<file path="config.mk">
export PLATFORM = sky130hd
export DESIGN_NAME = irq_ctrl
export DESIGN_NICKNAME = d
export VERILOG_FILES = /design/src/logic/irq_pkg.sv /design/src/logic/irq_ctrl.sv
export SDC_FILE = /design/constraint.sdc
export NUM_CORES = 1
export LEC_CHECK = 0
export BUFFER_PORTS_ARGS = -buffer_cell sky130_fd_sc_hd__clkbuf_2
export CAP_MARGIN = 15
export CORE_MARGIN = 5
export CORE_UTILIZATION = 48
export DETAILED_ROUTE_END_ITERATION = 12
export MAX_ROUTING_LAYER = met4
export PLACE_DENSITY = 0.66
export SLEW_MARGIN = 15
export SYNTH_ARGS = -nofsm -noshare
export SYNTH_HDL_FRONTEND = slang
export SYNTH_SLANG_ARGS = --single-unit
</file>
<file path="constraint.sdc">
create_clock -name core_clk -period 6.35 [get_ports core_clk]
set_clock_uncertainty 0.2 [all_clocks]
set_input_delay 0.3175 -clock core_clk [delete_from_list [all_inputs] [get_ports core_clk]]
set_output_delay 0.3175 -clock core_clk [all_outputs]
set_load 0.1 [all_outputs]
</file>
<file path="src/logic/irq_pkg.sv">
// package for the interrupt sources and time base block
// assumes a single 100 MHz core clock and a plain register port
package irq_pkg;
  localparam int CLK_MHZ = 100;
  localparam int TICK_PRESCALE = 4;
  localparam logic [1:0] PRE_LAST = 2'h3;
  // register addresses (4-bit word index)
  localparam logic [3:0] ADDR_CTRL0 = 4'h0;
  localparam logic [3:0] ADDR_CTRL1 = 4'h1;
  localparam logic [3:0] ADDR_EDGE = 4'h2;
  localparam logic [3:0] ADDR_GRP0 = 4'h3;
  localparam logic [3:0] ADDR_GRP1 = 4'h4;
  localparam logic [3:0] ADDR_GRP2 = 4'h5;
  localparam logic [3:0] ADDR_TICKCTL = 4'h6;
  localparam logic [3:0] ADDR_VECTOR = 4'h7;
  localparam logic [7:0] TICKCTL_RESET = 8'h37;
  // time base control fields
  localparam int TB_ON = 7;
  localparam int TB_CLKSEL = 6;
  localparam int TB1_HI = 5;
  localparam int TB1_LO = 4;
  localparam int TB_SLOW_XTAL_LOW_POWER = 3;
  localparam int TB0_HI = 2;
  localparam int TB0_LO = 0;
  localparam int TB0_EXP_BASE = 8;
  localparam int TB1_EXP_BASE = 12;
  localparam int TB_CNT_W = 15;
  // edge select codes per pin
  localparam logic [1:0] EDGE_OFF = 2'h0;
  localparam logic [1:0] EDGE_RISE = 2'h1;
  localparam logic [1:0] EDGE_FALL = 2'h2;
  localparam logic [1:0] EDGE_BOTH = 2'h3;
  // request indices, also priority order (lowest wins)
  localparam int SRC_EXT0 = 0;
  localparam int SRC_EXT1 = 1;
  localparam int SRC_TB0 = 2;
  localparam int SRC_TB1 = 3;
  localparam int SRC_MF0 = 4;
  localparam int SRC_MF1 = 5;
  localparam int SRC_MF2 = 6;
  localparam int NSRC = 7;
  localparam logic [7:0] VEC_BASE = 8'h04;
  localparam logic [7:0] VEC_STEP = 8'h04;
  localparam logic [2:0] VEC_NONE = 3'h7;

  typedef struct packed {
    logic [3:0] addr;
    logic [7:0] wdata;
    logic wr;
    logic rd;
  } reg_req_t;

  typedef struct packed {
    logic [2:0] tm_p;
    logic [2:0] tm_a;
    logic tm_b;
    logic eeprom_done;
    logic low_supply;
  } src_evt_t;

  typedef struct packed {
    logic stack_full;
    logic take;
    logic ret_irq_return_instr;
  } core_in_t;

  typedef struct packed {
    logic req;
    logic [7:0] vector;
    logic wake;
  } core_out_t;
endpackage : irq_pkg
</file>
<file path="src/logic/irq_ctrl.sv">
// interrupt request logic: pin edges, two time bases, three shared groups
// assumes pins and events are synchronous to core_clk; core takes one vector per take pulse
// Notes on behaviour
// pin flag sets on the edge type chosen for that pin
// pin vectors only with global and pin enable, stack not full
// servicing a pin clears its flag and the global enable
// edge select picks rising, falling, both, or off
// pin acts as interrupt input only while its enable is set
// pull-high on the pin stays on while used as interrupt
// group flag sets when any member source flag sets; code sets it only on an event of a member whose own enable is set
// servicing a group clears group flag and global enable
// software clears source flags inside groups itself
// each time base sets its flag on divider overflow
// time base vectors with global and own enable; service clears both
// clock select bit: sub clock when 0, system clock over four when 1
// one on bit runs or stops both time base counters
// second time base period two to the 12 through 15
// first time base period two to the 8 through 15
// low power bit picks quick or low-power crystal start
// eeprom flag sets when a write finishes, member of a group
// eeprom vectors with global, own and group enable, stack free
// low supply flag sets on detector report; vectors when all enabled
// timers give period and a-match flags; enhanced timer adds b-match
// timer match vectors with all enables; service clears group only
// taking pushes counter and loads vector; return re-sets global enable
// any flag rising raises wake-up regardless of enables
// simultaneous requests served lowest vector first
// flag set while global enable off stays pending
//
// Added by the designer: the plain strobed port and the register offsets.
`timescale 1ns/1ns
module irq_ctrl #(
  parameter int N_EXT = 2
) (
  input wire logic core_clk,
  input wire logic rst_n,
  input wire irq_pkg::reg_req_t bus,
  output logic [7:0] rdata,
  input wire logic [N_EXT-1:0] ext_irq_pin,
  input wire logic [N_EXT-1:0] pull_high_sel,
  output logic [N_EXT-1:0] pull_high_on,
  input wire logic sub_clk_tick,
  input wire irq_pkg::src_evt_t evt,
  input wire irq_pkg::core_in_t core,
  output irq_pkg::core_out_t core_o,
  output logic slow_xtal_low_power
);
  // elaboration check: the register map carries exactly two pins
  if (N_EXT != 2) begin : g_bad_ext
    $error("two external pins supported");
  end

  typedef struct packed {
    logic global_irq_en;
    logic [1:0] ext_irq_en;
    logic [1:0] ext_irq_flag;
    logic [1:0] tick_irq_en;
    logic [1:0] tick_irq_flag;
    logic [2:0] group_irq_en;
    logic [2:0] group_irq_flag;
    logic [3:0] edge_select_reg;
    logic [2:0] timer_period_match_flag;
    logic [2:0] timer_a_match_flag;
    logic timer_b_match_flag;
    logic [2:0] timer_period_match_en;
    logic [2:0] timer_a_match_en;
    logic timer_b_match_en;
    logic eeprom_done_flag;
    logic eeprom_done_en;
    logic low_supply_flag;
    logic low_supply_en;
    logic [7:0] tick_ctl;
    logic [1:0] pre_cnt;
    logic [14:0] tick_cnt;
    logic [1:0] pin_last;
    logic [7:0] rdata;
    logic [1:0] pull;
    logic req;
    logic [7:0] vector;
    logic wake;
    logic [2:0] last_src;
  } state_t;

  state_t st_reg, st_next;

  function automatic logic edge_hit(input logic [1:0] sel, input logic prev, input logic cur);
    unique case (sel)
      irq_pkg::EDGE_OFF: edge_hit = 1'b0;
      irq_pkg::EDGE_RISE: edge_hit = !prev && cur;
      irq_pkg::EDGE_FALL: edge_hit = prev && !cur;
      irq_pkg::EDGE_BOTH: edge_hit = prev != cur;
    endcase
  endfunction : edge_hit

  // all-ones mask of the low 'exp' bits of the tick counter
  function automatic logic period_done(input logic [14:0] cnt, input int exp);
    logic [14:0] mask;
    mask = 15'(({15'h0, 1'b1} << exp) - 1);
    period_done = (cnt & mask) == mask;
  endfunction : period_done

  logic [irq_pkg::NSRC-1:0] pend;
  logic [irq_pkg::NSRC-1:0] flags_now;
  logic [2:0] win;
  logic tick_en;
  logic ev0, ev1;
  logic [31:0] flat_before, flat_after;

  always_comb begin
    st_next = st_reg;
    st_next.wake = 1'b0;
    st_next.pin_last = ext_irq_pin;
    st_next.pull = pull_high_sel;
    // software writes first so hardware sets win over clears
    if (bus.wr) begin
      unique case (bus.addr)
        irq_pkg::ADDR_CTRL0: begin
          st_next.global_irq_en = bus.wdata[0];
          st_next.ext_irq_en = bus.wdata[2:1];
          st_next.tick_irq_en[0] = bus.wdata[3];
          st_next.ext_irq_flag = bus.wdata[5:4];
          st_next.tick_irq_flag[0] = bus.wdata[6];
        end
        irq_pkg::ADDR_CTRL1: begin
          st_next.tick_irq_en[1] = bus.wdata[0];
          st_next.group_irq_en = bus.wdata[3:1];
          st_next.tick_irq_flag[1] = bus.wdata[4];
          st_next.group_irq_flag = bus.wdata[7:5];
        end
        irq_pkg::ADDR_EDGE: st_next.edge_select_reg = bus.wdata[3:0];
        irq_pkg::ADDR_GRP0: begin
          st_next.timer_period_match_en[1:0] = bus.wdata[1:0];
          st_next.timer_a_match_en[1:0] = bus.wdata[3:2];
          st_next.timer_period_match_flag[1:0] = bus.wdata[5:4];
          st_next.timer_a_match_flag[1:0] = bus.wdata[7:6];
        end
        irq_pkg::ADDR_GRP1: begin
          st_next.timer_period_match_en[2] = bus.wdata[0];
          st_next.timer_a_match_en[2] = bus.wdata[1];
          st_next.timer_b_match_en = bus.wdata[2];
          st_next.timer_period_match_flag[2] = bus.wdata[4];
          st_next.timer_a_match_flag[2] = bus.wdata[5];
          st_next.timer_b_match_flag = bus.wdata[6];
        end
        irq_pkg::ADDR_GRP2: begin
          st_next.low_supply_en = bus.wdata[0];
          st_next.eeprom_done_en = bus.wdata[1];
          st_next.low_supply_flag = bus.wdata[4];
          st_next.eeprom_done_flag = bus.wdata[5];
        end
        irq_pkg::ADDR_TICKCTL: st_next.tick_ctl = bus.wdata;
        default: ;
      endcase
    end
    // service: clear only direct or group flag and global enable
    // placed before hardware sets so a new event in the take cycle survives
    if (core.take && st_reg.req) begin
      st_next.global_irq_en = 1'b0;
      unique case (st_reg.last_src)
        3'(irq_pkg::SRC_EXT0): st_next.ext_irq_flag[0] = 1'b0;
        3'(irq_pkg::SRC_EXT1): st_next.ext_irq_flag[1] = 1'b0;
        3'(irq_pkg::SRC_TB0): st_next.tick_irq_flag[0] = 1'b0;
        3'(irq_pkg::SRC_TB1): st_next.tick_irq_flag[1] = 1'b0;
        3'(irq_pkg::SRC_MF0): st_next.group_irq_flag[0] = 1'b0;
        3'(irq_pkg::SRC_MF1): st_next.group_irq_flag[1] = 1'b0;
        3'(irq_pkg::SRC_MF2): st_next.group_irq_flag[2] = 1'b0;
        default: ;
      endcase
    end
    // pin edges, only while pin enabled
    for (int i = 0; i < 2; i++) begin
      if (st_reg.ext_irq_en[i] &&
          edge_hit(st_reg.edge_select_reg[2*i +: 2], st_reg.pin_last[i], ext_irq_pin[i]))
        st_next.ext_irq_flag[i] = 1'b1;
    end
    // time base: prescale, clock select, overflow
    tick_en = 1'b0;
    if (st_reg.tick_ctl[irq_pkg::TB_CLKSEL]) begin
      st_next.pre_cnt = st_reg.pre_cnt + 2'h1;
      tick_en = st_reg.pre_cnt == irq_pkg::PRE_LAST;
    end else begin
      tick_en = sub_clk_tick;
    end
    ev0 = 1'b0;
    ev1 = 1'b0;
    if (!st_reg.tick_ctl[irq_pkg::TB_ON]) begin
      st_next.tick_cnt = '0;
      st_next.pre_cnt = '0;
    end else if (tick_en) begin
      st_next.tick_cnt = st_reg.tick_cnt + 15'h1;
      ev0 = period_done(st_reg.tick_cnt, irq_pkg::TB0_EXP_BASE +
        int'(st_reg.tick_ctl[irq_pkg::TB0_HI:irq_pkg::TB0_LO]));
      ev1 = period_done(st_reg.tick_cnt, irq_pkg::TB1_EXP_BASE +
        int'(st_reg.tick_ctl[irq_pkg::TB1_HI:irq_pkg::TB1_LO]));
    end
    if (ev0) st_next.tick_irq_flag[0] = 1'b1;
    if (ev1) st_next.tick_irq_flag[1] = 1'b1;
    // group sources
    st_next.timer_period_match_flag = st_next.timer_period_match_flag | evt.tm_p;
    st_next.timer_a_match_flag = st_next.timer_a_match_flag | evt.tm_a;
    if (evt.tm_b) st_next.timer_b_match_flag = 1'b1;
    if (evt.eeprom_done) st_next.eeprom_done_flag = 1'b1;
    if (evt.low_supply) st_next.low_supply_flag = 1'b1;
    // group flag sets on an event of a member whose own enable is set
    if (|(evt.tm_p[1:0] & st_reg.timer_period_match_en[1:0]) ||
        |(evt.tm_a[1:0] & st_reg.timer_a_match_en[1:0]))
      st_next.group_irq_flag[0] = 1'b1;
    if ((evt.tm_p[2] && st_reg.timer_period_match_en[2]) ||
        (evt.tm_a[2] && st_reg.timer_a_match_en[2]) ||
        (evt.tm_b && st_reg.timer_b_match_en))
      st_next.group_irq_flag[1] = 1'b1;
    if ((evt.eeprom_done && st_reg.eeprom_done_en) ||
        (evt.low_supply && st_reg.low_supply_en))
      st_next.group_irq_flag[2] = 1'b1;
    // pending requests; flags stay until serviced
    flags_now = {st_reg.group_irq_flag, st_reg.tick_irq_flag, st_reg.ext_irq_flag};
    pend = flags_now & {st_reg.group_irq_en, st_reg.tick_irq_en, st_reg.ext_irq_en};
    win = irq_pkg::VEC_NONE;
    for (int i = irq_pkg::NSRC - 1; i >= 0; i--) begin
      if (pend[i]) win = 3'(i);
    end
    st_next.req = st_reg.global_irq_en && !core.stack_full && win != irq_pkg::VEC_NONE &&
      !(core.take && st_reg.req);
    if (win != irq_pkg::VEC_NONE) begin
      st_next.vector = irq_pkg::VEC_BASE + 8'(irq_pkg::VEC_STEP * win);
      st_next.last_src = win;
    end
    if (core.ret_irq_return_instr) st_next.global_irq_en = 1'b1;
    // wake on any flag rising
    flat_before = {st_reg.ext_irq_flag, st_reg.tick_irq_flag, st_reg.group_irq_flag,
      st_reg.timer_period_match_flag, st_reg.timer_a_match_flag, st_reg.timer_b_match_flag,
      st_reg.eeprom_done_flag, st_reg.low_supply_flag, 16'h0};
    flat_after = {st_next.ext_irq_flag, st_next.tick_irq_flag, st_next.group_irq_flag,
      st_next.timer_period_match_flag, st_next.timer_a_match_flag, st_next.timer_b_match_flag,
      st_next.eeprom_done_flag, st_next.low_supply_flag, 16'h0};
    st_next.wake = |(flat_after & ~flat_before);
    // read data, one cycle later
    st_next.rdata = 8'h00;
    if (bus.rd) begin
      unique case (bus.addr)
        irq_pkg::ADDR_CTRL0: st_next.rdata = {1'b0, st_reg.tick_irq_flag[0], st_reg.ext_irq_flag,
          st_reg.tick_irq_en[0], st_reg.ext_irq_en, st_reg.global_irq_en};
        irq_pkg::ADDR_CTRL1: st_next.rdata = {st_reg.group_irq_flag, st_reg.tick_irq_flag[1],
          st_reg.group_irq_en, st_reg.tick_irq_en[1]};
        irq_pkg::ADDR_EDGE: st_next.rdata = {4'h0, st_reg.edge_select_reg};
        irq_pkg::ADDR_GRP0: st_next.rdata = {st_reg.timer_a_match_flag[1:0],
          st_reg.timer_period_match_flag[1:0], st_reg.timer_a_match_en[1:0],
          st_reg.timer_period_match_en[1:0]};
        irq_pkg::ADDR_GRP1: st_next.rdata = {1'b0, st_reg.timer_b_match_flag,
          st_reg.timer_a_match_flag[2], st_reg.timer_period_match_flag[2], 1'b0,
          st_reg.timer_b_match_en, st_reg.timer_a_match_en[2], st_reg.timer_period_match_en[2]};
        irq_pkg::ADDR_GRP2: st_next.rdata = {2'h0, st_reg.eeprom_done_flag,
          st_reg.low_supply_flag, 2'h0, st_reg.eeprom_done_en, st_reg.low_supply_en};
        irq_pkg::ADDR_TICKCTL: st_next.rdata = st_reg.tick_ctl;
        irq_pkg::ADDR_VECTOR: st_next.rdata = st_reg.vector;
        default: st_next.rdata = 8'h00;
      endcase
    end
  end

  always_ff @(posedge core_clk) begin
    if (!rst_n) begin
      st_reg <= '0;
      st_reg.tick_ctl <= irq_pkg::TICKCTL_RESET;
      st_reg.vector <= irq_pkg::VEC_BASE;
      st_reg.last_src <= irq_pkg::VEC_NONE;
    end else begin
      st_reg <= st_next;
    end
  end

  assign rdata = st_reg.rdata;
  assign pull_high_on = st_reg.pull;
  assign core_o = '{req: st_reg.req, vector: st_reg.vector, wake: st_reg.wake};
  assign slow_xtal_low_power = st_reg.tick_ctl[irq_pkg::TB_SLOW_XTAL_LOW_POWER];
endmodule : irq_ctrl

</file>
# == Word-level counts from Yosys, hierarchy flattened ==
# Index checks and enable logic that the tools add are counted.
# word_totals
register_bits,87
latch_bits,0
mem_bits_rw,0
rom_bits,0
input_bits,33
output_inout_bits,21
memories,0
# classes
add_sub_neg,7
mul,0
n_div,0
order_cmp,0
n_eq_ne,25
shift,2
mux,56
n_bitwise,9
reduce_logical,44
# op_table
op,n
8-bit one-hot mux with 8 select lines,1
45-bit 2-to-1 mux,1
1-bit 2-to-1 mux,33
32-bit bitwise AND,1
32-bit inverter,1
32-bit OR reduction,1
15-bit bitwise AND,2
15-bit == test,2
1-bit by 5-bit left shift with 15-bit output (first input constant),2
15-bit by 1-bit subtractor with 15-bit output (second input constant),2
3-bit 2-to-1 mux,7
2-bit AND reduction,10
4-bit by 3-bit == test with 1-bit output (second input constant),4
15-bit by 1-bit adder with 15-bit output (second input constant),1
1-bit logical AND,15
2-bit 2-to-1 mux,7
2-bit == test (second input constant),5
3-bit == test (second input constant),3
4-bit by 2-bit == test with 1-bit output (second input constant),2
4-bit 2-to-1 mux,2
8-bit 2-to-1 mux,1
1-bit one-hot mux with 4 select lines,2
7-bit bitwise AND,1
3-bit by 5-bit adder with 6-bit output (first input constant),1
20 further kinds,36

# == Logic depth before layout (Yosys ltp) ==
# logic_depth
ltp_word,11
depth_mapped,11
ltp_nobuf,10

# == Worst setup path before layout ==
# No wires, ideal clock.
# synth_path
kind,input to register
from,in evt[8] (netlist name)
to,"reg st_reg, in the netlist core_o[0]"
setup_time_ps,115
arrival_time_ps,2025
required_ps,6035
setup_slack_ps,4010
path_stages,6
path_cell_list,a222oi_1 > nor2_1 > a31o_1 > or4b_1 > or4_1 > o21a_1
# synth_via
elab_chain_len,6
# synth_lines
item,line,rtl
start: declaration,irq_ctrl.sv:43,"input wire irq_pkg::src_evt_t evt,"
1-bit logical AND,irq_ctrl.sv:208,if ((evt.tm_p[2] && st_reg.timer_period_match_en[2]) ||
1-bit logical OR,irq_ctrl.sv:208,
1-bit logical OR,irq_ctrl.sv:209,(evt.tm_a[2] && st_reg.timer_a_match_en[2]) ||
1-bit 2-to-1 mux,irq_ctrl.sv:208,
32-bit bitwise AND *,irq_ctrl.sv:236,st_next.wake = |(flat_after & ~flat_before);
32-bit OR reduction *,irq_ctrl.sv:236,
end signal: assignment,irq_ctrl.sv:268,st_reg <= st_next;
end: declaration,irq_ctrl.sv:84,"state_t st_reg, st_next;"
# Mark *: on every way between the ends. The rest lies on a longest branch, timed or not.
# A chain may end at the register's enable or synchronous reset.

# == Final worst setup path ==
# Same ends and word-level chain as after synthesis.

==> results.cfg <==
[status]
status = finished clean

[sta]
slew_viol_final = 0
relSlewSlack_pct = 53.3
hold_viol = 0
tightest_slew_ns = 0.698
rsz0062_at_grt = no
tns_ns = 0
fmax_ghz = 0.346
setup_violations = 0
fin_crit_ns = 2.89
fin_crit_sh_pct = 45.5

[min_path]
min_from = evt[2]
worstHoldEndpoint = flat_before[18]
min_path_type = in -> reg
whs_path_depth = 3

[finish]
final_nets = 620
fillers = 864
syn_to_final_growth_pct = 9.92
mostFrequentLayoutCells = dfxtp_1, nand2_1, clkbuf_2
largest_reg_flops = 50
final_layout_size_suffix_gt1_share_pct = 12.5
diodes = 0
final_common_cell = dfxtp_1

[setup_path]
cpPeakStageDelay_ns = 0.53
r2r_slack_ns = 3.73
r2r-start = st_reg[60]
cp_slowest_cell = dlygate4sd3_1
cp_data_required_time_ns = 6.40
cp_top_family = simple AND/OR/NAND/NOR gates
crit_type = in -> reg
path_max_fanout = 3
crit_buf_inv = 2
startpoint_type = primary input
endpoint_kind = flip-flop
arrival_ns = 2.94
r2r-end = core_o[0]
reg2regPathDepth = 6
path_cells = dlygate4sd3_1 -> clkbuf_2 -> a222oi_1 -> nor2_1 -> a31o_1 -> or4b_1 -> or4_1 -> o21a_1

[clocking]
ctsResizeCount = 0
clk_latency_ns = 0.37
cts_sinks = 83
clkTransAtPathRegs_ns = 0.10
post_cts_buffers = 0
cts_max_path_buffers = 2
h-tree-depth = 3
cts_root_buf = clkbuf_8
cts_made_buffers = 9
cts_tree = yes

[global_routing]
first_global_vias = 3729
grt_start_max_net_pins = 54
grt.total_usage_pct = 23.7
antenna_found_initial = 0
grt_first_pass_wirelength_mm = 20.3
overflow = 0

[pwr]
p_per_area_mw_per_mm2 = 208
max-vdd-ir-drop_v = 0.000113
leakage_nw = 1.94
total_power_mw = 1.01

[placed_design]
io_buffers = 49
dp_hpwl_mm = 9.24
gp_congestion = 0.956

[routing]
ant_nets = 0
firstDrtPassIters = 5
route.detailed.drc = 0
routed_via_density = 5.75
vias = 3990
drt_wl_total_mm = 12.4
drtIter0Drc = 365
wire_per_inst_um = 17.9

[logic_synthesis]
synthCells = 548
postSynthAreaPerCell_um2 = 8.08
yosysSeqAreaShare_pct = 37.5
synthArstFlopShare_pct = 0
ys_types = 60
synth_top_area_share_pct = 37.5
synth-edff-count = 0
synth_top_area_cell = dfxtp_1
syn_area_mm2 = 0.00443
synthTopCellsByArea = dfxtp_1, nand2_1, mux2i_1, nor2_1, buf_4
ys_warn_count = 0
ys_seq_elements = 83
ys_dominant_reg_cell = dfxtp_1

[floorplanning]
rows = 35
die_x_um = 106
core_mm2 = 0.00911
die_height_um = 106
die-area_mm2 = 0.0112
start_util_pct = 48.6
ioPinCount = 54

[run]
drv_cap = 0
-- synthesized netlist by cell type, drive strengths merged, types with 9 or more instances --
| master | instances |
|---|---|
| clkbuf | 23 |
| nand2b | 11 |
| a21oi | 24 |
| buf | 24 |
| xor2 | 9 |
| and2 | 9 |
| inv | 23 |
| dfxtp | 83 |
| nand3 | 29 |
| mux2i | 25 |
| a21boi | 19 |
| nor2 | 48 |
| o21ai | 25 |
| ha | 9 |
| nand2 | 77 |
| nor2b | 14 |
| o21a | 9 |
-- kinds of logic after synthesis --
| family | synth area share (%) |
|---|---|
| AND/OR/NAND/NOR | 23.4 |
| AO/OA/AOI/OAI | 18.3 |
| flip-flops | 37.5 |
| buffers and inverters | 8.09 |
| multiplexers | 7.44 |
| XOR/XNOR | 2.57 |
| adder cells (fa/ha/maj) | 2.54 |
| other | 0.0847 |
-- cell type report --
cell class / count / area (um2) / area share (%)
clock buffers: 9 / 124 / 2.55
flip-flops and latches: 83 / 1660 / 34.2
well taps: 111 / 139 / 2.85
clock inverters: 7 / 52.6 / 1.08
multi-input cells: 397 / 2420 / 49.7
inverters: 24 / 90.1 / 1.85
repair buffers: 63 / 380 / 7.82
-- metrics by stage --
step	cell area, um2	instances	hold slack (ns)	util [%]	setup slack [ns]
after detailed placement	4570	666	0.277	50.2	3.30
after CTS	4850	693	0.00602	53.3	3.50
after floorplan	4440	551	0.210	-	4.01
final	4860	694	0.0207	53.4	3.46
after global placement	4570	666	0.261	50.2	3.36
after global routing	4860	694	0.0185	53.4	3.34
-- worst reg2reg max path: stages (launching register included) --
cell,delay (ns)
dfxtp_1,0.35
a222oi_1,0.48
nor2_1,0.08
a31o_1,0.22
or4b_1,0.49
or4_1,0.49
o21a_1,0.20
-- routing by layer --
layer | vias to the layer above | share of wire, % | global-route usage (%) | routed length (um)
met5 | - | 0 | - | 0
met2 | 162 | 43 | 34.6 | 5360
li1 | 1949 | - | - | -
met4 | 0 | 3.0 | 7.49 | 372
met3 | 31 | 6.7 | 5.16 | 831
met1 | 1848 | 47 | 33.0 | 5870
-- what timing repair did --
item                       4_1_cts  5_1_grt
setup endpoints to repair        0        0
hold buffers                    11        1
hold endpoints to repair        11        1
-- report_power, final --
part,switching [mW],total (mW),leakage (nW),internal (mW)
sequential,0.0125,0.544,0.675,0.531
combinational,0.0798,0.121,1.18,0.0413
clock,0.204,0.349,0.0900,0.145
total,0.296,1.01,1.94,0.717
-- worst max-delay path by stage --
stage,cells after the start,slack [ns],endpoint,startpoint
after floorplan,6,4.01,core_o[0],evt[8]
after global placement,7,3.36,core_o[0],bus[10]
after detailed placement,7,3.30,core_o[0],bus[10]
after CTS,8,3.50,core_o[0],evt[8]
after global routing,8,3.34,core_o[0],evt[8]
final,8,3.46,core_o[0],evt[8]
Power figures use the tool's default switching activity.
